**src/hdl/dcc_pkg.sv**
```systemverilog
// Shared constants and types of the DMA channel controller.
// Assumes an 8-bit register port and a 16-bit byte memory bus.
package dcc_pkg;
  // Register indices on the register port
  localparam logic [3:0] DCC_REG_MODE_ONE = 4'h0;
  localparam logic [3:0] DCC_REG_MODE_TWO = 4'h1;
  localparam logic [3:0] DCC_REG_DEST_LO = 4'h2;
  localparam logic [3:0] DCC_REG_DEST_HI = 4'h3;
  localparam logic [3:0] DCC_REG_SRC_LO = 4'h4;
  localparam logic [3:0] DCC_REG_SRC_HI = 4'h5;
  localparam logic [3:0] DCC_REG_COUNT = 4'h6;
  localparam logic [3:0] DCC_REG_STATUS = 4'h7;
  localparam logic [3:0] DCC_REG_INT_CTRL = 4'h8;

  // channel_mode_one fields
  localparam int DCC_M1_ENABLE = 7;
  localparam int DCC_M1_LATCH_CLR = 6;
  localparam int DCC_M1_HW_DISABLE = 5;
  localparam int DCC_M1_SW_TRIG = 4;
  localparam int DCC_M1_DEST_STEP = 3;
  localparam int DCC_M1_DEST_DOWN = 2;
  localparam int DCC_M1_SRC_STEP = 1;
  localparam int DCC_M1_SRC_DOWN = 0;
  // Bits that store; the latch clear and trigger are actions
  localparam logic [7:0] DCC_M1_STORE_MASK = 8'haf;

  // channel_mode_two: request line select
  localparam int DCC_M2_SEL_W = 3;
  localparam logic [2:0] DCC_SEL_UART_RX = 3'h0;

  // Status fields
  localparam int DCC_ST_UNDERFLOW = 0;
  localparam int DCC_ST_PENDING = 1;
  localparam int DCC_ST_BUSY = 2;

  // interrupt_control_first fields
  localparam int DCC_IC_DMA_EN = 3;
  localparam int DCC_IC_UART_RX_EN = 4;

  // Reset values
  localparam logic [7:0] DCC_MODE_ONE_RST = 8'h00;
  localparam logic [7:0] DCC_MODE_TWO_RST = 8'h00;
  localparam logic [7:0] DCC_INT_CTRL_RST = 8'h00;
  localparam logic [15:0] DCC_ADDR_RST = 16'h0000;
  localparam logic [7:0] DCC_COUNT_RST = 8'h00;

  // Structure defaults
  localparam int DCC_FIFO_DEPTH = 4;
  localparam int DCC_REQ_LINES = 8;

  // One buffered byte with the address it is bound for
  typedef struct packed {
    logic [15:0] dest;
    logic [7:0] data;
  } dcc_word_t;
endpackage : dcc_pkg

```
**src/hdl/dcc_sync.sv**
```systemverilog
// Two-stage synchroniser for a group of level inputs.
// Assumes each bit is a slow level, not a bus value.
`timescale 1ns/10ps
module dcc_sync #(
  parameter int WIDTH = 8
) (
  input wire logic core_clk_in,
  input wire logic rst_n_in,
  input wire logic [WIDTH-1:0] async_in,
  output logic [WIDTH-1:0] sync_out
);
  logic [WIDTH-1:0] stage_reg;

  always_ff @(posedge core_clk_in or negedge rst_n_in) begin
    if (!rst_n_in) begin
      stage_reg <= '0;
      sync_out <= '0;
    end else begin
      stage_reg <= async_in;
      sync_out <= stage_reg;
    end
  end
endmodule : dcc_sync

```
**src/hdl/dcc_fifo.sv**
```systemverilog
// Small synchronous FIFO with valid/ready on both sides.
// Assumes one clock; data out is shown from the head entry.
`timescale 1ns/10ps
module dcc_fifo #(
  parameter int WIDTH = 24,
  parameter int DEPTH = 4
) (
  input wire logic core_clk_in,
  input wire logic rst_n_in,
  input wire logic in_valid_in,
  output logic in_ready_out,
  input wire logic [WIDTH-1:0] in_data_in,
  output logic out_valid_out,
  input wire logic out_ready_in,
  output logic [WIDTH-1:0] out_data_out
);
  localparam int AW = (DEPTH > 1) ? $clog2(DEPTH) : 1;
  localparam int CW = $clog2(DEPTH + 1);
  localparam logic [AW-1:0] LAST = AW'(DEPTH - 1);
  localparam logic [CW-1:0] FULL = CW'(DEPTH);

  logic [WIDTH-1:0] mem [DEPTH];
  logic [AW-1:0] wr_ptr_reg;
  logic [AW-1:0] rd_ptr_reg;
  logic [CW-1:0] level_reg;
  logic push;
  logic pop;

  assign in_ready_out = (level_reg != FULL);
  assign out_valid_out = (level_reg != '0);
  assign out_data_out = mem[rd_ptr_reg];
  assign push = in_valid_in && in_ready_out;
  assign pop = out_valid_out && out_ready_in;

  always_ff @(posedge core_clk_in) begin
    if (push) begin
      mem[wr_ptr_reg] <= in_data_in;
    end
  end

  always_ff @(posedge core_clk_in or negedge rst_n_in) begin
    if (!rst_n_in) begin
      wr_ptr_reg <= '0;
      rd_ptr_reg <= '0;
      level_reg <= '0;
    end else begin
      if (push) begin
        wr_ptr_reg <= (wr_ptr_reg == LAST) ? '0 : wr_ptr_reg + 1'b1;
      end
      if (pop) begin
        rd_ptr_reg <= (rd_ptr_reg == LAST) ? '0 : rd_ptr_reg + 1'b1;
      end
      if (push && !pop) begin
        level_reg <= level_reg + 1'b1;
      end else if (pop && !push) begin
        level_reg <= level_reg - 1'b1;
      end
    end
  end
endmodule : dcc_fifo

```
**src/hdl/dcc_top.sv**
```systemverilog
// DMA channel controller: one byte per trigger from source to
// destination, through a small buffer, with count and reload.
// Assumes a same-clock register port and a memory bus that answers
// a read one cycle after its strobe and accepts a write when ready.
//
// Overview of operation
// Hardware requests are taken only while the disable bit is zero.
// Software disables requests, then clears disable and triggers in one write.
// Mode value 08 steps destination by one, source stays fixed.
// Destination is 16 bits, low and high bytes written separately.
// Source is 16 bits in two bytes; each transfer reads from it.
// Eight-bit transfer count decrements once per completed byte.
// Count underflow sets the underflow flag and the DMA interrupt.
// Underflow reloads source, destination and count from last writes.
// Second mode value 00 selects the UART receive request.
// Mode value C8 enables, steps destination, clears the sample latch.
// Each new selected request moves exactly one byte; a request arriving while one is still latched merges into it.
// Interrupt service may reprogram or keep the reloaded values.
// Control bit 3 enables DMA interrupt; bit 4 gates UART CPU interrupt.
// Sample latch holds a request until its transfer is taken.
//
// The register addresses and the plain strobed port were decided locally.
`timescale 1ns/10ps
module dcc_top
  import dcc_pkg::*;
#(
  parameter int FIFO_DEPTH = DCC_FIFO_DEPTH,
  parameter int REQ_LINES = DCC_REQ_LINES
) (
  input wire logic core_clk_in,
  input wire logic rst_n_in,
  input wire logic [3:0] reg_addr_in,
  input wire logic [7:0] reg_wdata_in,
  input wire logic reg_wr_in,
  input wire logic reg_rd_in,
  output logic [7:0] reg_rdata_out,
  input wire logic [REQ_LINES-1:0] periph_req_in,
  output logic [15:0] mem_addr_out,
  output logic mem_rd_out,
  output logic mem_wr_out,
  output logic [7:0] mem_wdata_out,
  input wire logic [7:0] mem_rdata_in,
  input wire logic mem_wr_ready_in,
  output logic dma_irq_out,
  output logic uart_rx_cpu_irq_out
);
  localparam int WORD_W = $bits(dcc_word_t);

  // Software-visible state
  logic [7:0] mode_one_reg;
  logic [7:0] mode_two_reg;
  logic [7:0] int_ctrl_reg;
  logic [15:0] src_shadow_reg;
  logic [15:0] dest_shadow_reg;
  logic [7:0] count_shadow_reg;
  logic [15:0] src_reg;
  logic [15:0] dest_reg;
  logic [7:0] count_reg;
  logic underflow_reg;

  // Request path
  logic [REQ_LINES-1:0] req_sync;
  logic req_sel;
  logic req_prev_reg;
  logic req_edge;
  logic latch_reg;

  // Transfer engine
  logic [15:0] dest_hold_reg;
  logic rd_wait_reg;
  logic rd_go;
  logic wr_go;
  logic fifo_in_ready;
  logic fifo_out_valid;
  dcc_word_t fifo_in_word;
  dcc_word_t fifo_out_word;

  // Write decode
  logic wr_mode_one;
  logic wr_mode_two;
  logic wr_dest_lo;
  logic wr_dest_hi;
  logic wr_src_lo;
  logic wr_src_hi;
  logic wr_count;
  logic wr_status;
  logic wr_int_ctrl;
  logic sw_trig;
  logic latch_clr_cmd;
  logic [7:0] rd_mux;

  // Step an address by one in the chosen direction, or hold it
  function automatic logic [15:0] dcc_step(input logic [15:0] addr,
                                           input logic step,
                                           input logic down);
    logic [15:0] r;
    r = addr;
    if (step) begin
      r = down ? addr - 16'h0001 : addr + 16'h0001;
    end
    return r;
  endfunction : dcc_step

  function automatic logic dcc_hit(input logic [3:0] addr,
                                   input logic [3:0] idx,
                                   input logic strobe);
    return strobe && (addr == idx);
  endfunction : dcc_hit

  assign wr_mode_one = dcc_hit(reg_addr_in, DCC_REG_MODE_ONE, reg_wr_in);
  assign wr_mode_two = dcc_hit(reg_addr_in, DCC_REG_MODE_TWO, reg_wr_in);
  assign wr_dest_lo = dcc_hit(reg_addr_in, DCC_REG_DEST_LO, reg_wr_in);
  assign wr_dest_hi = dcc_hit(reg_addr_in, DCC_REG_DEST_HI, reg_wr_in);
  assign wr_src_lo = dcc_hit(reg_addr_in, DCC_REG_SRC_LO, reg_wr_in);
  assign wr_src_hi = dcc_hit(reg_addr_in, DCC_REG_SRC_HI, reg_wr_in);
  assign wr_count = dcc_hit(reg_addr_in, DCC_REG_COUNT, reg_wr_in);
  assign wr_status = dcc_hit(reg_addr_in, DCC_REG_STATUS, reg_wr_in);
  assign wr_int_ctrl = dcc_hit(reg_addr_in, DCC_REG_INT_CTRL, reg_wr_in);

  // trigger and re-enable arrive in one write
  assign sw_trig = wr_mode_one && reg_wdata_in[DCC_M1_SW_TRIG];
  // latch clear on a mode write
  assign latch_clr_cmd = wr_mode_one && reg_wdata_in[DCC_M1_LATCH_CLR];

  // Request lines may come from other clock regions
  dcc_sync #(
    .WIDTH(REQ_LINES)
  ) u_req_sync (
    .core_clk_in(core_clk_in),
    .rst_n_in(rst_n_in),
    .async_in(periph_req_in),
    .sync_out(req_sync)
  );

  // line select, zero is the UART receive request
  always_comb begin
    req_sel = 1'b0;
    if (32'(mode_two_reg[DCC_M2_SEL_W-1:0]) < REQ_LINES) begin
      req_sel = req_sync[mode_two_reg[DCC_M2_SEL_W-1:0]];
    end
  end

  // hardware edges masked while requests are disabled
  assign req_edge = req_sel && !req_prev_reg &&
                    !mode_one_reg[DCC_M1_HW_DISABLE];

  always_ff @(posedge core_clk_in or negedge rst_n_in) begin
    if (!rst_n_in) begin
      req_prev_reg <= 1'b0;
    end else begin
      req_prev_reg <= req_sel;
    end
  end

  // sample latch; a new request beats any clear
  always_ff @(posedge core_clk_in or negedge rst_n_in) begin
    if (!rst_n_in) begin
      latch_reg <= 1'b0;
    end else if (req_edge || sw_trig) begin
      latch_reg <= 1'b1;
    end else if (rd_go || latch_clr_cmd) begin
      latch_reg <= 1'b0;
    end
  end

  // Mode and interrupt control registers
  always_ff @(posedge core_clk_in or negedge rst_n_in) begin
    if (!rst_n_in) begin
      mode_one_reg <= DCC_MODE_ONE_RST;
      mode_two_reg <= DCC_MODE_TWO_RST;
      int_ctrl_reg <= DCC_INT_CTRL_RST;
    end else begin
      if (wr_mode_one) begin
        mode_one_reg <= reg_wdata_in & DCC_M1_STORE_MASK;
      end
      if (wr_mode_two) begin
        mode_two_reg <= reg_wdata_in;
      end
      if (wr_int_ctrl) begin
        int_ctrl_reg <= reg_wdata_in;
      end
    end
  end

  // Shadow copies keep the last written values for reload
  always_ff @(posedge core_clk_in or negedge rst_n_in) begin
    if (!rst_n_in) begin
      src_shadow_reg <= DCC_ADDR_RST;
      dest_shadow_reg <= DCC_ADDR_RST;
      count_shadow_reg <= DCC_COUNT_RST;
    end else begin
      if (wr_src_lo) begin
        src_shadow_reg[7:0] <= reg_wdata_in;
      end
      if (wr_src_hi) begin
        src_shadow_reg[15:8] <= reg_wdata_in;
      end
      if (wr_dest_lo) begin
        dest_shadow_reg[7:0] <= reg_wdata_in;
      end
      if (wr_dest_hi) begin
        dest_shadow_reg[15:8] <= reg_wdata_in;
      end
      if (wr_count) begin
        count_shadow_reg <= reg_wdata_in;
      end
    end
  end

  // Arbitration: a buffered write goes first so the buffer drains;
  // a read is started only with room for its byte and none in flight.
  assign wr_go = fifo_out_valid && mem_wr_ready_in;
  // one read per latched request
  assign rd_go = latch_reg && mode_one_reg[DCC_M1_ENABLE] &&
                 fifo_in_ready && !mem_rd_out && !rd_wait_reg && !wr_go;

  // Live source address
  always_ff @(posedge core_clk_in or negedge rst_n_in) begin
    if (!rst_n_in) begin
      src_reg <= DCC_ADDR_RST;
    end else if (wr_src_lo || wr_src_hi) begin
      // byte halves written separately
      if (wr_src_lo) begin
        src_reg[7:0] <= reg_wdata_in;
      end
      if (wr_src_hi) begin
        src_reg[15:8] <= reg_wdata_in;
      end
    end else if (wr_go && count_reg == 8'h00) begin
      // reload source
      src_reg <= src_shadow_reg;
    end else if (rd_go) begin
      // source steps only if asked
      src_reg <= dcc_step(src_reg, mode_one_reg[DCC_M1_SRC_STEP],
                          mode_one_reg[DCC_M1_SRC_DOWN]);
    end
  end

  // Live destination address
  always_ff @(posedge core_clk_in or negedge rst_n_in) begin
    if (!rst_n_in) begin
      dest_reg <= DCC_ADDR_RST;
    end else if (wr_dest_lo || wr_dest_hi) begin
      // byte halves written separately
      if (wr_dest_lo) begin
        dest_reg[7:0] <= reg_wdata_in;
      end
      if (wr_dest_hi) begin
        dest_reg[15:8] <= reg_wdata_in;
      end
    end else if (wr_go && count_reg == 8'h00) begin
      // reload destination
      dest_reg <= dest_shadow_reg;
    end else if (rd_go) begin
      // destination step by one
      dest_reg <= dcc_step(dest_reg, mode_one_reg[DCC_M1_DEST_STEP],
                           mode_one_reg[DCC_M1_DEST_DOWN]);
    end
  end

  // Transfer count, counted on completed writes
  always_ff @(posedge core_clk_in or negedge rst_n_in) begin
    if (!rst_n_in) begin
      count_reg <= DCC_COUNT_RST;
    end else if (wr_count) begin
      count_reg <= reg_wdata_in;
    end else if (wr_go) begin
      // reload count on underflow
      if (count_reg == 8'h00) begin
        count_reg <= count_shadow_reg;
      end else begin
        // decrement per byte
        count_reg <= count_reg - 8'h01;
      end
    end
  end

  // underflow flag; setting wins over a write-one clear
  always_ff @(posedge core_clk_in or negedge rst_n_in) begin
    if (!rst_n_in) begin
      underflow_reg <= 1'b0;
    end else if (wr_go && count_reg == 8'h00) begin
      underflow_reg <= 1'b1;
    end else if (wr_status && reg_wdata_in[DCC_ST_UNDERFLOW]) begin
      underflow_reg <= 1'b0;
    end
  end

  // Read side of the memory bus: strobe, then data one cycle later
  always_ff @(posedge core_clk_in or negedge rst_n_in) begin
    if (!rst_n_in) begin
      rd_wait_reg <= 1'b0;
      dest_hold_reg <= DCC_ADDR_RST;
    end else begin
      rd_wait_reg <= mem_rd_out;
      if (rd_go) begin
        dest_hold_reg <= dest_reg;
      end
    end
  end

  // read from the live source address
  always_ff @(posedge core_clk_in or negedge rst_n_in) begin
    if (!rst_n_in) begin
      mem_addr_out <= DCC_ADDR_RST;
      mem_rd_out <= 1'b0;
      mem_wr_out <= 1'b0;
      mem_wdata_out <= 8'h00;
    end else begin
      mem_rd_out <= rd_go;
      mem_wr_out <= wr_go;
      if (wr_go) begin
        mem_addr_out <= fifo_out_word.dest;
        mem_wdata_out <= fifo_out_word.data;
      end else if (rd_go) begin
        mem_addr_out <= src_reg;
      end
    end
  end

  assign fifo_in_word.dest = dest_hold_reg;
  assign fifo_in_word.data = mem_rdata_in;

  // Room is checked before the read, so the push is never refused
  dcc_fifo #(
    .WIDTH(WORD_W),
    .DEPTH(FIFO_DEPTH)
  ) u_fifo (
    .core_clk_in(core_clk_in),
    .rst_n_in(rst_n_in),
    .in_valid_in(rd_wait_reg),
    .in_ready_out(fifo_in_ready),
    .in_data_in(fifo_in_word),
    .out_valid_out(fifo_out_valid),
    .out_ready_in(wr_go),
    .out_data_out(fifo_out_word)
  );

  // Interrupt lines toward the CPU interrupt logic
  always_ff @(posedge core_clk_in or negedge rst_n_in) begin
    if (!rst_n_in) begin
      dma_irq_out <= 1'b0;
      uart_rx_cpu_irq_out <= 1'b0;
    end else begin
      // interrupt follows the flag
      // gated by control bit 3
      dma_irq_out <= underflow_reg && int_ctrl_reg[DCC_IC_DMA_EN];
      // UART CPU interrupt gated by bit 4, DMA still sees it
      uart_rx_cpu_irq_out <= req_sync[0] &&
                             int_ctrl_reg[DCC_IC_UART_RX_EN];
    end
  end

  // Register read mux; unmapped indices read zero
  always_comb begin
    rd_mux = 8'h00;
    case (reg_addr_in)
      DCC_REG_MODE_ONE: rd_mux = mode_one_reg;
      DCC_REG_MODE_TWO: rd_mux = mode_two_reg;
      DCC_REG_DEST_LO: rd_mux = dest_reg[7:0];
      DCC_REG_DEST_HI: rd_mux = dest_reg[15:8];
      DCC_REG_SRC_LO: rd_mux = src_reg[7:0];
      DCC_REG_SRC_HI: rd_mux = src_reg[15:8];
      DCC_REG_COUNT: rd_mux = count_reg;
      DCC_REG_STATUS: begin
        rd_mux[DCC_ST_UNDERFLOW] = underflow_reg;
        rd_mux[DCC_ST_PENDING] = latch_reg;
        rd_mux[DCC_ST_BUSY] = fifo_out_valid || mem_rd_out ||
                              rd_wait_reg;
      end
      DCC_REG_INT_CTRL: rd_mux = int_ctrl_reg;
      default: rd_mux = 8'h00;
    endcase
  end

  // Read data stand only in the cycle after the strobe
  always_ff @(posedge core_clk_in or negedge rst_n_in) begin
    if (!rst_n_in) begin
      reg_rdata_out <= 8'h00;
    end else if (reg_rd_in) begin
      reg_rdata_out <= rd_mux;
    end else begin
      reg_rdata_out <= 8'h00;
    end
  end
endmodule : dcc_top

```
**config.mk**
```make
export PLATFORM = sky130hd
export DESIGN_NAME = dcc_top
export DESIGN_NICKNAME = d
export VERILOG_FILES = /design/src/hdl/dcc_pkg.sv /design/src/hdl/dcc_sync.sv /design/src/hdl/dcc_fifo.sv /design/src/hdl/dcc_top.sv
export SDC_FILE = /design/constraint.sdc
export NUM_CORES = 1
export LEC_CHECK = 0
export ABC_CLOCK_PERIOD_IN_PS = 3150
export BUFFER_PORTS_ARGS = -buffer_cell sky130_fd_sc_hd__buf_2
export CAP_MARGIN = 40
export CELL_PAD_IN_SITES_DETAIL_PLACEMENT = 0
export CELL_PAD_IN_SITES_GLOBAL_PLACEMENT = 1
export CORE_AREA = 3 3 168 170
export DETAILED_ROUTE_END_ITERATION = 8
export DIE_AREA = 0 0 171 173
export PLACE_DENSITY = 0.81
export SLEW_MARGIN = 20
export SYNTH_ARGS = -nofsm -noshare
export SYNTH_HDL_FRONTEND = slang
export SYNTH_HIERARCHICAL = 1
export SYNTH_SLANG_ARGS = --single-unit
```
**constraint.sdc**
```tcl
create_clock -name core_clk_in -period 3.15 [get_ports core_clk_in]
set_input_delay 0.1575 -clock core_clk_in [delete_from_list [all_inputs] [get_ports core_clk_in]]
set_output_delay 0.1575 -clock core_clk_in [all_outputs]
set_load 0.05 [all_outputs]
```
# Yosys cells after proc, flatten, opt, wreduce, memory -nomap -nowiden
# Memory sizes are Yosys's and may differ from the RTL's.
# Cells that the tools add are included.
# W data, S select, Z words.
totals:
  ff_bits: 181
  latchBits: 0
  ramBits: 96
  romBits: 0
  input_bits: 33
  output_inout_bits: 36
  mem_count: 1
op_classes:
  addsub: 9
  mul: 0
  n_div: 0
  magnitude_cmp: 1
  n_eq_ne: 15
  shifts: 0
  muxes: 34
  n_bitwise: 0
  reduce_logical: 56
mem_list:
  columns: ["name", "words", "width", "rd", "rd_clocked_by_memory_dff", "write_ports", "line", "source"]
  rows:
  - ["u_fifo.mem", 4, 24, 1, 0, 1, "dcc_fifo.sv:22", "logic [WIDTH-1:0] mem [DEPTH];"]
ops:
  columns: ["cell", "n"]
  rows:
  - ["$mux W16", 12]
  - ["$mux W8", 8]
  - ["$pmux W5 S8", 1]
  - ["$add A16 B1 Y16 const B", 2]
  - ["$sub A16 B1 Y16 const B", 2]
  - ["$logic_and A1 B1 Y1", 27]
  - ["$pmux W3 S9", 1]
  - ["$eq A4 B3 Y1 const B", 4]
  - ["$reduce_bool A3 Y1", 5]
  - ["$reduce_and A3 Y1", 4]
  - ["$reduce_bool A2 Y1", 5]
  - ["$eq A4 B2 Y1 const B", 2]
  - ["$logic_not A8 Y1", 1]
  - ["$ne A2 B2 Y1 const B", 4]
  - ["$sub A8 B1 Y8 const B", 1]
  - ["$logic_not A1 Y1", 7]
  - ["$mux W1", 7]
  - ["$logic_or A1 B1 Y1", 6]
  - ["$mux W3", 2]
  - ["$add A2 B1 Y2 const B", 2]
  - ["$eq A2 B2 Y1 const B", 2]
  - ["$eq A4 B1 Y1 const B", 1]
  - ["$eq A4 B4 Y1 const B", 1]
  - ["$logic_not A4 Y1", 1]
  - ["6 further kinds", 7]

# Depth between registers and ports, before layout
# Gate-level depths: netlist (run 1).
depth:
  ltp_word: 8
  ltp_mapped: 11
  mapped_depth_nobuf: 10

# Hierarchy
# Netlist (run 1), hierarchy kept.
modules_own_cells:
  columns: ["module", "instances", "cells_per_inst", "area_each_um2"]
  rows:
  - ["dcc_top", 1, 1003, 9024.9]
  - ["dcc_fifo", 1, 163, 3948.8]
  - ["dcc_sync", 1, 16, 400.4]

# Worst setup path before layout (run 1)
# OpenSTA, ideal clock, no wires.
synth_timing:
  path_type: "flip-flop to flip-flop"
  startpoint: "register u_fifo.level_reg[1]"
  endpoint: "register u_fifo.level_reg[2]"
  arrival_time_ns: 2.513
  required_time_ns: 3.071
  setup_slack_ns: 0.558
  path_stages_with_launch: 12
  path_cell_list: "dfrtp_1 or3_4 nand2_1 clkinv_1 clkbuf_1 nand2_2 ha_1 inv_1 fa_1 xor2_1 nor2_1 xor2_1"
synth_via:
  elab_chain_len: 6
  elab_cells_between_ends: 14
  cone_classes: "add/sub (2); eq/ne (1); mux (2); reduce/logical (9)"
synth_rtl:
  columns: ["element", "line", "source"]
  rows:
  - ["from (decl)", "dcc_fifo.sv:25", "logic [CW-1:0] level_reg;"]
  - ["from (signal assigned)", "dcc_fifo.sv:54", "level_reg <= level_reg + 1'b1;"]
  - ["from (signal assigned)", "dcc_fifo.sv:56", "level_reg <= level_reg - 1'b1;"]
  - ["$reduce_bool A3 Y1 *", "dcc_fifo.sv:30", "assign out_valid_out = (level_reg != '0);"]
  - ["via fifo_out_valid", "dcc_top.sv:74", "logic fifo_out_valid;"]
  - ["$logic_and A1 B1 Y1 *", "dcc_top.sv:212", "assign wr_go = fifo_out_valid && mem_wr_ready_in;"]
  - ["via wr_go", "dcc_top.sv:72", "logic wr_go;"]
  - ["$logic_and A1 B1 Y1 *", "dcc_fifo.sv:33", "assign pop = out_valid_out && out_ready_in;"]
  - ["$logic_not A1 Y1", "dcc_fifo.sv:53", "if (push && !pop) begin"]
  - ["$logic_and A1 B1 Y1", "dcc_fifo.sv:53", null]
  - ["$mux W3 or $reduce_bool A2 Y1 (tied branches)", null, null]
# Mark *: on every way through the listed nets, which the timed path passes. The rest lies on a longest branch. The select of a mux whose other input is x is not followed.
# A chain may end at the register's enable or synchronous reset.

# Worst setup path in the final report (run 1)
layout_timing:
  startpoint: "register count_reg[0]"
  endpoint: "register dest_reg[12]"
layout_via:
  elab_chain_len: 4
  elab_cells_between_ends: 7
  cone_classes: "mux (2); reduce/logical (5)"
layout_rtl:
  columns: ["element", "line", "source"]
  rows:
  - ["from (decl)", "dcc_top.sv:58", "logic [7:0] count_reg;"]
  - ["from (signal assigned)", "dcc_top.sv:266", "count_reg <= reg_wdata_in;"]
  - ["from (signal assigned)", "dcc_top.sv:270", "count_reg <= count_shadow_reg;"]
  - ["from (signal assigned)", "dcc_top.sv:273", "count_reg <= count_reg - 8'h01;"]
  - ["$logic_not A8 Y1 *", "dcc_top.sv:251", "end else if (wr_go && count_reg == 8'h00) begin"]
  - ["$logic_and A1 B1 Y1 *", "dcc_top.sv:251", null]
  - ["$reduce_bool A3 Y1 (no line) or $mux W16 (tied branches)", null, null]
  - ["$reduce_and A3 Y1 (no line) or $mux W16 (tied branches)", null, null]
  - ["to (signal assigned)", "dcc_top.sv:249", "dest_reg[15:8] <= reg_wdata_in;"]
  - ["to (signal assigned)", "dcc_top.sv:253", "dest_reg <= dest_shadow_reg;"]
  - ["to (signal assigned)", "dcc_top.sv:256", "dest_reg <= dcc_step(dest_reg, mode_one_reg[DCC_M1_DEST_STEP],"]
  - ["to (decl)", "dcc_top.sv:57", "logic [15:0] dest_reg;"]
# Mark *: on every way between the ends. The rest lies on a longest branch, timed or not.

==> results of run 1 <==
cells in the mapped netlist, types with 16 or more instances:
master / n / share of area, %
nand2_1: 252 / 7.1
dfrtp_1: 181 / 34
edfxtp_1: 96 / 22
nor2_1: 68 / 1.9
o21ai_0: 61 / 2.3
a21oi_1: 56 / 2.1
mux2_2: 38 / 3.2
ha_1: 36 / 3.4
clkbuf_1: 32 / 0.90
mux2i_1: 32 / 2.4
mux4_2: 20 / 3.4
nand3_1: 20 / 0.75
nor3_1: 18 / 0.67
inv_1: 16 / 0.45
critical path: cells and delay by family (launching register included):
kind / cells / cell delay [ps]
AOI/OAI and AO/OA: 2 / 860
DFF: 1 / 430
and+or+nand+nor: 3 / 1020
buffers and inverters: 1 / 100
adders and majority gates: 1 / 150
routing by layer:
layer / vias up / track usage [%] / routed length (um)
li1: 4520 / - / -
met4: 2 / 6.003 / 880
met1: 4876 / 35.28 / 15670
met3: 59 / 3.795 / 2384
met2: 332 / 41.36 / 17920
met5: - / 0 / 11
per-stage QoR:
step	setup slack (ps)	instance area (um^2)	std cells
6_report	484.7	15460	1652
5_1_grt	215.3	15460	1652
4_1_cts	504.7	15450	1651
3_5_place_dp	533.4	14150	1571
3_3_place_gp	554.9	14150	1571
2_1_floorplan	558.0	13370	1182
worst paths after layout:
kind / end / slack [ps] / cells after the start
worst max-delay path: dest_reg[12] / 480 / 7
worst min-delay path: src_shadow_reg[7] / 40 / 3
worst max register to register: dest_reg[12] / 480 / 7
worst min register to register: u_req_sync/sync_out[2] / 350 / 0
max in group asynchronous: latch_reg / 2120 / 3
min in group asynchronous: mem_addr_out[5] / 170 / 2
final cells by class:
| cell class | instances | area share, % |
|---|---|---|
| Clock buffer | 32 | 5.034 |
| Clock inverter | 24 | 1.764 |
| Inverter | 19 | 0.4613 |
| Multi-Input combinational cell | 831 | 36.27 |
| Sequential cell | 277 | 47.94 |
| Tap cell | 341 | 2.760 |
| Timing Repair Buffer | 128 | 5.770 |
cells by family (layout without fill, tap and decap cells):
family                     after synthesis  after routing  synth area share [%]
DFF                                    277            277                 55.42
and+or+nand+nor                        412            412                 13.40
muxes                                   96             96                 10.14
buffers and inverters                   74            203                 2.648
adders and majority gates               39             39                 3.817
AOI/OAI and AO/OA                      257            257                 12.81
xor gates and xnor gates                27             27                 1.768
power by group through the flow:
stage               Clock (uW)  Combinational, uW  Sequential (uW)
floorplan                    0               3510             5920
global placement             0               5120             5830
detailed placement           0               5160             5870
CTS                       3700               5240             5800
global route              3860               5870             5870
finish                    3650               5300             5770
==> impl_metrics.csv, run 1 <==
group,metric,value,unit
hold_path,hp-class,"input pin to flop",
floorplan,initial_utilization,49.76,%
routing,wl_per_cell,22.32,um
placement,gp_congestion,0.9516,
cells_and_area,multi_input_area,5608,um^2
synthesis,syn_nets,1254,
power,p_switching,5697,uW
power,seqPwrFrac,39.2,%
clock_network,root_buffer,"clkbuf_16",
worst_setup_path,end_kind,"flop",
sta,slew_violations,0,
clock_network,htree_levels,1,
sta,finalSetupViolCount,0,
clock_network,cts_setup_buffers,0,
routing,antenna_left,0,
power,swShare,38.70,%
clock_network,cts_buffers,30,
worst_setup_path,r2r_start,"count_reg[0]",
placement,portBuffers,68,
sta,grt_setup_unrepaired,"false",
sta,max_slew_margin,44.77,%
cells_and_area,largest_reg_flops,96,
clock_network,clock_latency,570,ps
cells_and_area,syn2layout_area_growth,15.60,%
power,p_total,14720,uW
clock_network,tritoncts,"done",
power,p_leak,0.006775,uW
sta,whs,40.80,ps
routing,drtPass1Iterations,6,
global_routing,antenna_found_initial,1,
routing,vias,9789,
worst_setup_path,cp-start-kind,"flop",
sta,setup-tns-final,0,ps
worst_setup_path,cp-startpoint,"count_reg[0]",
cells_and_area,top_register,"u_fifo/mem",
sta,clock_skew,30.26,ps
clock_network,cts.sinks,277,
worst_setup_path,worstPathArrival,3130,ps
power,intPower,9023,uW
global_routing,gr-usage-all-layers,25.10,%
clock_network,postCtsHoldBufs,24,
power,p_per_area,952.1,nW/um^2
power,p_clk_share,24.8,%
run_status,status,"finished clean",
clock_network,cts_resized,0,
synthesis,ys_warn_count,6,
cells_and_area,nFillCells,2278,
floorplan,die-area,29580,um^2
clock_network,path_clk_slew,70,ps
synthesis,synth_seq_cells,277,
sta,final.min_clock_period,2665,ps
floorplan,coreArea,26880,um^2
clock_network,cts_buffer_depth,3,
synthesis,syn-cell-area,13370,um^2
placement,place_hpwl,25160,um
synthesis,ys_seq_area_share,55.42,%
routing,wl,36870,um
worst_setup_path,crit_fanout,22,
global_routing,overflow,0,
hold_path,worstHoldStart,"reg_wdata_in[7]",
routing,drt-initial-drc-count,862,
power,combPwrFrac,36.0,%
floorplan,num_io_pins,69,
sta,max_freq,375.2,MHz
sta,hold_viol,0,
routing,drc,0,
floorplan,die_h,173,um
worst_setup_path,crit_path_cell_trace,"inv_1 -> ha_1 -> nor3b_2 -> nand3_4 -> a32oi_4 -> nand2_1 -> o31a_1",
cells_and_area,diodes,0,
worst_setup_path,crit_slowest_cell,"a32oi_4",
job,cap_violations,0,
floorplan,num_rows,60,
synthesis,synth_edf_count,96,
cells_and_area,fin_util,57.53,%
synthesis,synth.avg_cell_area,11.31,um^2
global_routing,grt_max_degree,68,
synthesis,synth_cell_type_count,79,
cells_and_area,drive_gt1_share,17.32,%
worst_setup_path,required,3610,ps
sta,period_share,84.61,%
power,ir_drop,0.4856,mV
global_routing,grt_pass1_wl,58080,um
sta,worst_pin_slew,825.3,ps
floorplan,die_w,171,um
synthesis,synth_cells,1182,
worst_setup_path,path_class,"flop to flop",
cells_and_area,layout_common_cells,"252 x nand2_1, 181 x dfrtp_1, 96 x edfxtp_1, 68 x nor2_1, 67 x buf_2",
synthesis,synthArstFlopShare,65.34,%
global_routing,grt_pass1_vias,9729,
synthesis,synth_top_flop_cell,"dfrtp_1",
cells_and_area,seq_area,7412,um^2
cells_and_area,layout_commonest_cell,"nand2_1",
worst_setup_path,max_stage_delay,560,ps
routing,avgViaCountPerCell,5.926,
cells_and_area,final_nets,1359,
Note: power is estimated with default switching activity, not from simulation.
==> run 2, diff against run 1 <==
--- a/config.mk
+++ b/config.mk
@@ -5,14 +5,15 @@
 export SDC_FILE = /design/constraint.sdc
 export NUM_CORES = 1
 export LEC_CHECK = 0
-export ABC_CLOCK_PERIOD_IN_PS = 3150
+export ABC_AREA = 1
+export ABC_CLOCK_PERIOD_IN_PS = 2700
 export BUFFER_PORTS_ARGS = -buffer_cell sky130_fd_sc_hd__buf_2
 export CAP_MARGIN = 40
 export CELL_PAD_IN_SITES_DETAIL_PLACEMENT = 0
 export CELL_PAD_IN_SITES_GLOBAL_PLACEMENT = 1
-export CORE_AREA = 3 3 168 170
+export CORE_AREA = 3 3 177 179
 export DETAILED_ROUTE_END_ITERATION = 8
-export DIE_AREA = 0 0 171 173
+export DIE_AREA = 0 0 180 182
 export PLACE_DENSITY = 0.81
 export SLEW_MARGIN = 20
 export SYNTH_ARGS = -nofsm -noshare
==> constraint.sdc (replaced) <==
create_clock -name core_clk_in -period 2.7 [get_ports core_clk_in]
set_input_delay 0.135 -clock core_clk_in [delete_from_list [all_inputs] [get_ports core_clk_in]]
set_output_delay 0.135 -clock core_clk_in [all_outputs]
set_load 0.05 [all_outputs]
==> run 2 against run 1 <==
Die area increased by 11%. Clock skew decreased by 7.3 ps. Final cell count increased by 29%. Power increased by 24%. Clock-buffer cell count increased by 3. Register-to-register slack got worse by 140 ps. Critical path depth increased by 4. Maximum frequency increased by 13%. Wire length increased by 3.3%. Hold slack improved by 12 ps. Sequential cell count unchanged.
==> impl_metrics.csv, run 2 <==
group,metric,value,unit
run_status,status,"finished clean",
global_routing,antenna_found_initial,0,
worst_setup_path,crit_fanout,60,
global_routing,gr-usage-all-layers,23.33,%
hold_path,hp-class,"input pin to flop",
cells_and_area,drive_gt1_share,11.99,%
worst_setup_path,end_kind,"flop",
worst_setup_path,crit_path_cell_trace,"inv_1 -> nand3_1 -> nand2_1 -> inv_2 -> nand2_2 -> buf_4 -> nand2_2 -> nand3_2 -> inv_2 -> o21ai_1 -> o21ai_0",
sta,hold_viol,0,
clock_network,path_clk_slew,60,ps
floorplan,die-area,32760,um^2
clock_network,cts_resized,0,
cells_and_area,layout_common_cells,"525 x nand2_1, 220 x inv_1, 180 x dfrtp_1, 119 x o21ai_0, 96 x edfxtp_1",
placement,place_area,14770,um^2
synthesis,synth_top_area_share,32.34,%
synthesis,netlist.top_cell.by_area,"dfrtp_1",
clock_network,postCtsHoldBufs,25,
clock_network,cts.sinks,277,
sta,grt_setup_unrepaired,"false",
power,swShare,40.59,%
synthesis,synth_commonest_cells,"525 x nand2_1, 220 x inv_1, 181 x dfrtp_1, 119 x o21ai_0, 96 x edfxtp_1",
cells_and_area,design_area,16200,um^2
worst_setup_path,worstPathArrival,2810,ps
synthesis,synth_area_leaders,"dfrtp_1 32%, edfxtp_1 21%, nand2_1 14%, inv_1 5.9%, o21ai_0 4.3%",
cells_and_area,layout_commonest_cell,"nand2_1",
sta,finalSetupViolCount,0,
sta,period_share,87.20,%
routing,antenna_left,0,
worst_setup_path,cp_top_family,"buffers and inverters",
power,ir_drop,0.6405,mV
synthesis,synth_edf_count,96,
synthesis,ys_warn_count,6,
synthesis,synth_top_flop_cell,"dfrtp_1",
power,p_switching,7421,uW
routing,wl,38090,um
sta,final.min_clock_period,2354,ps
synthesis,ys_seq_area_share,52.92,%
global_routing,overflow,0,
floorplan,die_w,180,um
placement,gp_congestion,0.9099,
power,combPwrFrac,39.1,%
floorplan,initial_utilization,47.13,%
floorplan,num_io_pins,69,
sta,max_freq,424.8,MHz
worst_setup_path,required,3160,ps
routing,drc,0,
power,intPower,10860,uW
global_routing,grt_max_degree,67,
routing,wl_per_cell,17.86,um
sta,clock_skew,22.95,ps
worst_setup_path,path_buf_inv,4,
clock_network,root_buffer,"clkbuf_16",
worst_setup_path,cp-start-kind,"flop",
power,p_clk_share,25.9,%
job,cap_violations,0,
floorplan,num_rows,63,
worst_setup_path,max_stage_delay,520,ps
floorplan,die_h,182,um
clock_network,cts_buffers,30,
routing,drtPass1Iterations,5,
power,p_leak,0.008024,uW
sta,setup-tns-final,0,ps
clock_network,cts_setup_buffers,0,
global_routing,grt_pass1_vias,10766,
routing,vias,11068,
power,p_per_area,1129,nW/um^2
synthesis,synth.avg_cell_area,8.625,um^2
cells_and_area,largest_reg_flops,96,
synthesis,syn_nets,1696,
sta,slew_violations,0,
synthesis,synth_cells,1624,
routing,drt-initial-drc-count,916,
synthesis,yosysMostFrequentCell,"nand2_1",
power,seqPwrFrac,35.1,%
cells_and_area,top_register,"u_fifo/mem",
clock_network,clock_latency,580,ps
synthesis,synthArstFlopShare,65.34,%
placement,place_hpwl,27150,um
floorplan,coreArea,29720,um^2
cells_and_area,diodes,0,
global_routing,grt_pass1_wl,60450,um
sta,max_slew_margin,49.30,%
worst_setup_path,path_class,"flop to flop",
clock_network,tritoncts,"done",
clock_network,htree_levels,1,
worst_setup_path,crit_slowest_cell,"buf_4",
placement,portBuffers,68,
clock_network,cts_buffer_depth,3,
cells_and_area,syn2layout_area_growth,15.62,%
cells_and_area,final_nets,1791,
synthesis,synth_seq_cells,277,
routing,avgViaCountPerCell,5.189,
sta,worst_pin_slew,759.4,ps
synthesis,syn-cell-area,14010,um^2
synthesis,synth_cell_type_count,44,
==> run 2: cell count changes in the layout (fill, tap and decap cells not counted), sizes merged, moves of 32 or more <==
cell,delta
mux2i,-32
nand3,+59
inv,+212
o211ai,+60
mux2,-38
nand2,+281
o21ai,+51
==> run 2: final cells by class <==
| class | count | area, um^2 |
|---|---|---|
| well taps | 390 | 488.0 |
| multi-input cells | 1063 | 5451 |
| fillers | 2730 | 13520 |
| clock inverters | 21 | 371.6 |
| repair buffers | 114 | 794.5 |
| inverters | 233 | 874.6 |
| flip-flops and latches | 277 | 7416 |
| clock buffers | 35 | 799.5 |
==> run 2: stage by stage <==
| stage | worst slack [ps] | power, uW | hold slack, ps | utilization [%] | instances |
|---|---|---|---|---|---|
| final | 345.7 | 18280 | 52.71 | 54.50 | 2133 |
| after global routing | 64.58 | 19610 | 113.0 | 54.50 | 2133 |
| after global placement | 408.5 | 13430 | 186.0 | 49.65 | 2051 |
| after detailed placement | 333.4 | 13590 | 190.4 | 49.72 | 2052 |
| after floorplan | 483.8 | 11530 | -160.6 | - | 1624 |
| after CTS | 312.4 | 18390 | 37.29 | 54.50 | 2133 |
==> run 2: path summary, 6_finish.rpt <==
path                                               from                     end  slack, ps  depth (start not counted)
worst max-delay path                u_fifo/level_reg[0]             dest_reg[0]        350                         11
worst min-delay path                          reg_wr_in           underflow_reg         50                          4
worst max register to register      u_fifo/level_reg[0]             dest_reg[0]        350                         11
worst min register to register  u_req_sync/stage_reg[1]  u_req_sync/sync_out[1]        350                          0
max in group asynchronous                      rst_n_in         mem_addr_out[1]       1780                          3
min in group asynchronous                      rst_n_in    u_fifo/wr_ptr_reg[0]        140                          2
==> run 2: cell families (layout without fill, tap and decap cells) <==
family	Yosys count	in the layout	synth area share (%)
compound gates	279	279	12.72
xor+xnor	9	9	0.5628
fa+ha+maj	39	39	3.644
buf+inv	284	403	8.236
flops	277	277	52.92
simple gates	736	736	21.92
==> run 2: per-layer routing <==
layer	wire length, um	vias up	global-route usage, %	share of wire, %
met5	0	-	0	0
met4	1248	0	7.147	3.3
met3	2371	72	3.726	6.2
met2	17170	330	37.54	45
met1	17310	5178	32.77	45
li1	-	5488	-	-
==> run 2: tightest hold or removal path, delay by kind of cell <==
| family | cells | cell delay, ps |
|---|---|---|
| simple gates | 2 | 150 |
| buf+inv | 1 | 210 |
| compound gates | 1 | 80 |
==> run 2: power by group through the flow <==
stage | Sequential, uW | Combinational, uW | Clock, uW
global placement | 6570 | 6870 | 0
global route | 6540 | 8080 | 4980
detailed placement | 6490 | 7100 | 0
CTS | 6410 | 7170 | 4810
floorplan | 6820 | 4720 | 0
finish | 6410 | 7140 | 4730
==> run 3, diff against run 2 <==
--- a/config.mk
+++ b/config.mk
@@ -9,14 +9,13 @@
 export ABC_CLOCK_PERIOD_IN_PS = 2700
 export BUFFER_PORTS_ARGS = -buffer_cell sky130_fd_sc_hd__buf_2
 export CAP_MARGIN = 40
-export CELL_PAD_IN_SITES_DETAIL_PLACEMENT = 0
-export CELL_PAD_IN_SITES_GLOBAL_PLACEMENT = 1
-export CORE_AREA = 3 3 177 179
+export CORE_AREA = 3 3 155 157
 export DETAILED_ROUTE_END_ITERATION = 8
-export DIE_AREA = 0 0 180 182
+export DIE_AREA = 0 0 158 160
 export PLACE_DENSITY = 0.81
 export SLEW_MARGIN = 20
 export SYNTH_ARGS = -nofsm -noshare
 export SYNTH_HDL_FRONTEND = slang
 export SYNTH_HIERARCHICAL = 1
 export SYNTH_SLANG_ARGS = --single-unit
+export TNS_END_PERCENT = 5
==> run 3 against run 2 <==
Register-to-register slack improved by 40 ps. Hold slack improved by 11 ps. Utilization increased by 15 points. Sequential power about the same. Critical path type unchanged. Highest routed layer unchanged.
==> impl_metrics.csv, run 3 (synthesis gave the netlist of run 2 again) <==
group,metric,value,unit
worst_setup_path,cp-start-kind,"flop",
hold_path,worstHoldStart,"reg_wr_in",
sta,max_freq,432.0,MHz
global_routing,antenna_found_initial,0,
routing,wl_per_cell,18.02,um
routing,wl,36380,um
worst_setup_path,r2r_start,"mode_one_reg[0]",
worst_setup_path,required,3130,ps
cells_and_area,diodes,0,
global_routing,grt_pass1_wl,58170,um
placement,gp_congestion,0.9231,
worst_setup_path,path_class,"flop to flop",
cells_and_area,final_nets,1785,
sta,worst_pin_slew,701.4,ps
power,combPwrFrac,40.5,%
sta,hold_viol,0,
clock_network,path_clk_slew,60,ps
sta,setup-tns-final,0,ps
global_routing,gr-max-usage-layer,"met2",
power,swShare,41.64,%
sta,grt_setup_unrepaired,"false",
worst_setup_path,worstPathArrival,2750,ps
sta,final.min_clock_period,2315,ps
clock_network,tritoncts,"done",
cells_and_area,largest_reg_flops,96,
routing,drc,0,
clock_network,clock_latency,550,ps
global_routing,grt_pass1_vias,11041,
cells_and_area,layout_commonest_cell,"nand2_1",
sta,period_share,85.74,%
sta,clock_skew,20.47,ps
worst_setup_path,end_kind,"flop",
clock_network,cts_buffers,28,
routing,drtPass1Iterations,6,
power,intPower,10290,uW
routing,avgViaCountPerCell,5.727,
power,p_switching,7342,uW
power,seqPwrFrac,36.5,%
floorplan,die_w,158,um
run_status,status,"finished clean",
power,p_clk_share,23.0,%
cells_and_area,drive_gt1_share,11.13,%
power,p_per_area,1113,nW/um^2
global_routing,gr-usage-all-layers,28.97,%
sta,max_slew_margin,53.19,%
worst_setup_path,cp-startpoint,"mode_one_reg[0]",
routing,antenna_left,0,
clock_network,root_buffer,"clkbuf_16",
floorplan,die_h,160,um
global_routing,grt_util_met3,4.092,%
floorplan,die-area,25280,um^2
floorplan,coreArea,22640,um^2
job,cap_violations,0,
global_routing,gr-usage-met1,40.45,%
placement,place_hpwl,25250,um
cells_and_area,syn2layout_area_growth,13.12,%
sta,slew_violations,0,
global_routing,grtUsageMet2,46.00,%
routing,drt-initial-drc-count,1180,
global_routing,overflow,0,
cells_and_area,top_register,"u_fifo/mem",
sta,finalSetupViolCount,0,
power,p_total,17630,uW
placement,portBuffers,68,
power,p_leak,0.007919,uW
cells_and_area,layout_common_cells,"525 x nand2_1, 220 x inv_1, 180 x dfrtp_1, 119 x o21ai_0, 96 x edfxtp_1",
clock_network,cts_buffer_depth,3,
floorplan,num_rows,55,
clock_network,cts.sinks,277,
worst_setup_path,crit_fanout,12,
floorplan,num_io_pins,69,
clock_network,htree_levels,1,
power,ir_drop,0.6459,mV
routing,vias,11562,
global_routing,grt_max_degree,61,
clock_network,cts_setup_buffers,0,
floorplan,initial_utilization,61.87,%
hold_path,hp-class,"input pin to flop",
run 3: cell types whose count changed in the layout (fill, tap and decap cells not counted), moves of 2 or more:
cell	change
clkinvlp_4	-2
bufinv_16	-4
clkinv_1	+4
clkbuf_16	-2
clkbuf_1	+2
buf_4	-6
run 3: per-layer routing:
metal,share of wire [%],vias up,wire [um]
li1,-,5462,-
met4,4.5,0,1643
met1,42,5505,15100
met5,0,-,0
met3,7.2,107,2634
met2,47,488,17010
run 3: worst paths after layout:
kind	slack, ps	depth (start not counted)	to
min reg2reg	350	0	u_req_sync/sync_out[2]
max in group asynchronous	1810	3	count_shadow_reg[2]
max	380	12	src_reg[14]
min	60	4	underflow_reg
max reg2reg	380	12	src_reg[14]
min in group asynchronous	110	2	mem_wdata_out[3]
run 3: worst max-delay path, cell delays in order (launching register included):
cell,delay [ps]
dfrtp_1,720
buf_4,270
ha_1,300
nand2_1,130
inv_1,50
nand2_1,60
nand2_1,80
a21oi_1,180
nand2_1,70
nand2_1,60
nand3_1,110
nand2_1,100
a21boi_1,60
run 3: repair_timing:
| action | CTS | global route |
|---|---|---|
| gates resized for setup | 0 | 0 |
| hold buffers | 26 | 0 |
| endpoints found under the hold margin | 184 | 0 |
run 3: cell type report:
cell class / instances / area (um^2)
Clock buffer: 34 / 743.2
Clock inverter: 17 / 224.0
Fill cell: 1727 / 6795
Inverter: 233 / 874.6
Multi-Input combinational cell: 1063 / 5451
Sequential cell: 277 / 7416
Tap cell: 285 / 356.6
Timing Repair Buffer: 110 / 779.5
run 3: metrics by stage:
| step | worst slack (ps) | hold slack, ps | utilization (%) | std cells | cell area, um^2 |
|---|---|---|---|---|---|
| 5_1_grt | 177.7 | 118.7 | 69.99 | 2019 | 15850 |
| 3_3_place_gp | 487.5 | 119.5 | 64.56 | 1942 | 14620 |
| 3_5_place_dp | 410.0 | 116.2 | 64.56 | 1942 | 14620 |
| 2_1_floorplan | 483.8 | -160.6 | - | 1624 | 14010 |
| 4_1_cts | 427.6 | 47.22 | 69.99 | 2019 | 15850 |
| 6_report | 385.0 | 63.68 | 69.99 | 2019 | 15850 |
run 3: power groups by stage:
stage / Sequential [uW] / Combinational [uW] / Clock [uW]
6_report: 6440 / 7130 / 4060
5_1_grt: 6560 / 8010 / 4270
4_1_cts: 6410 / 7090 / 4080
3_5_place_dp: 6480 / 6990 / 0
3_3_place_gp: 6430 / 6820 / 0
2_1_floorplan: 6820 / 4720 / 0
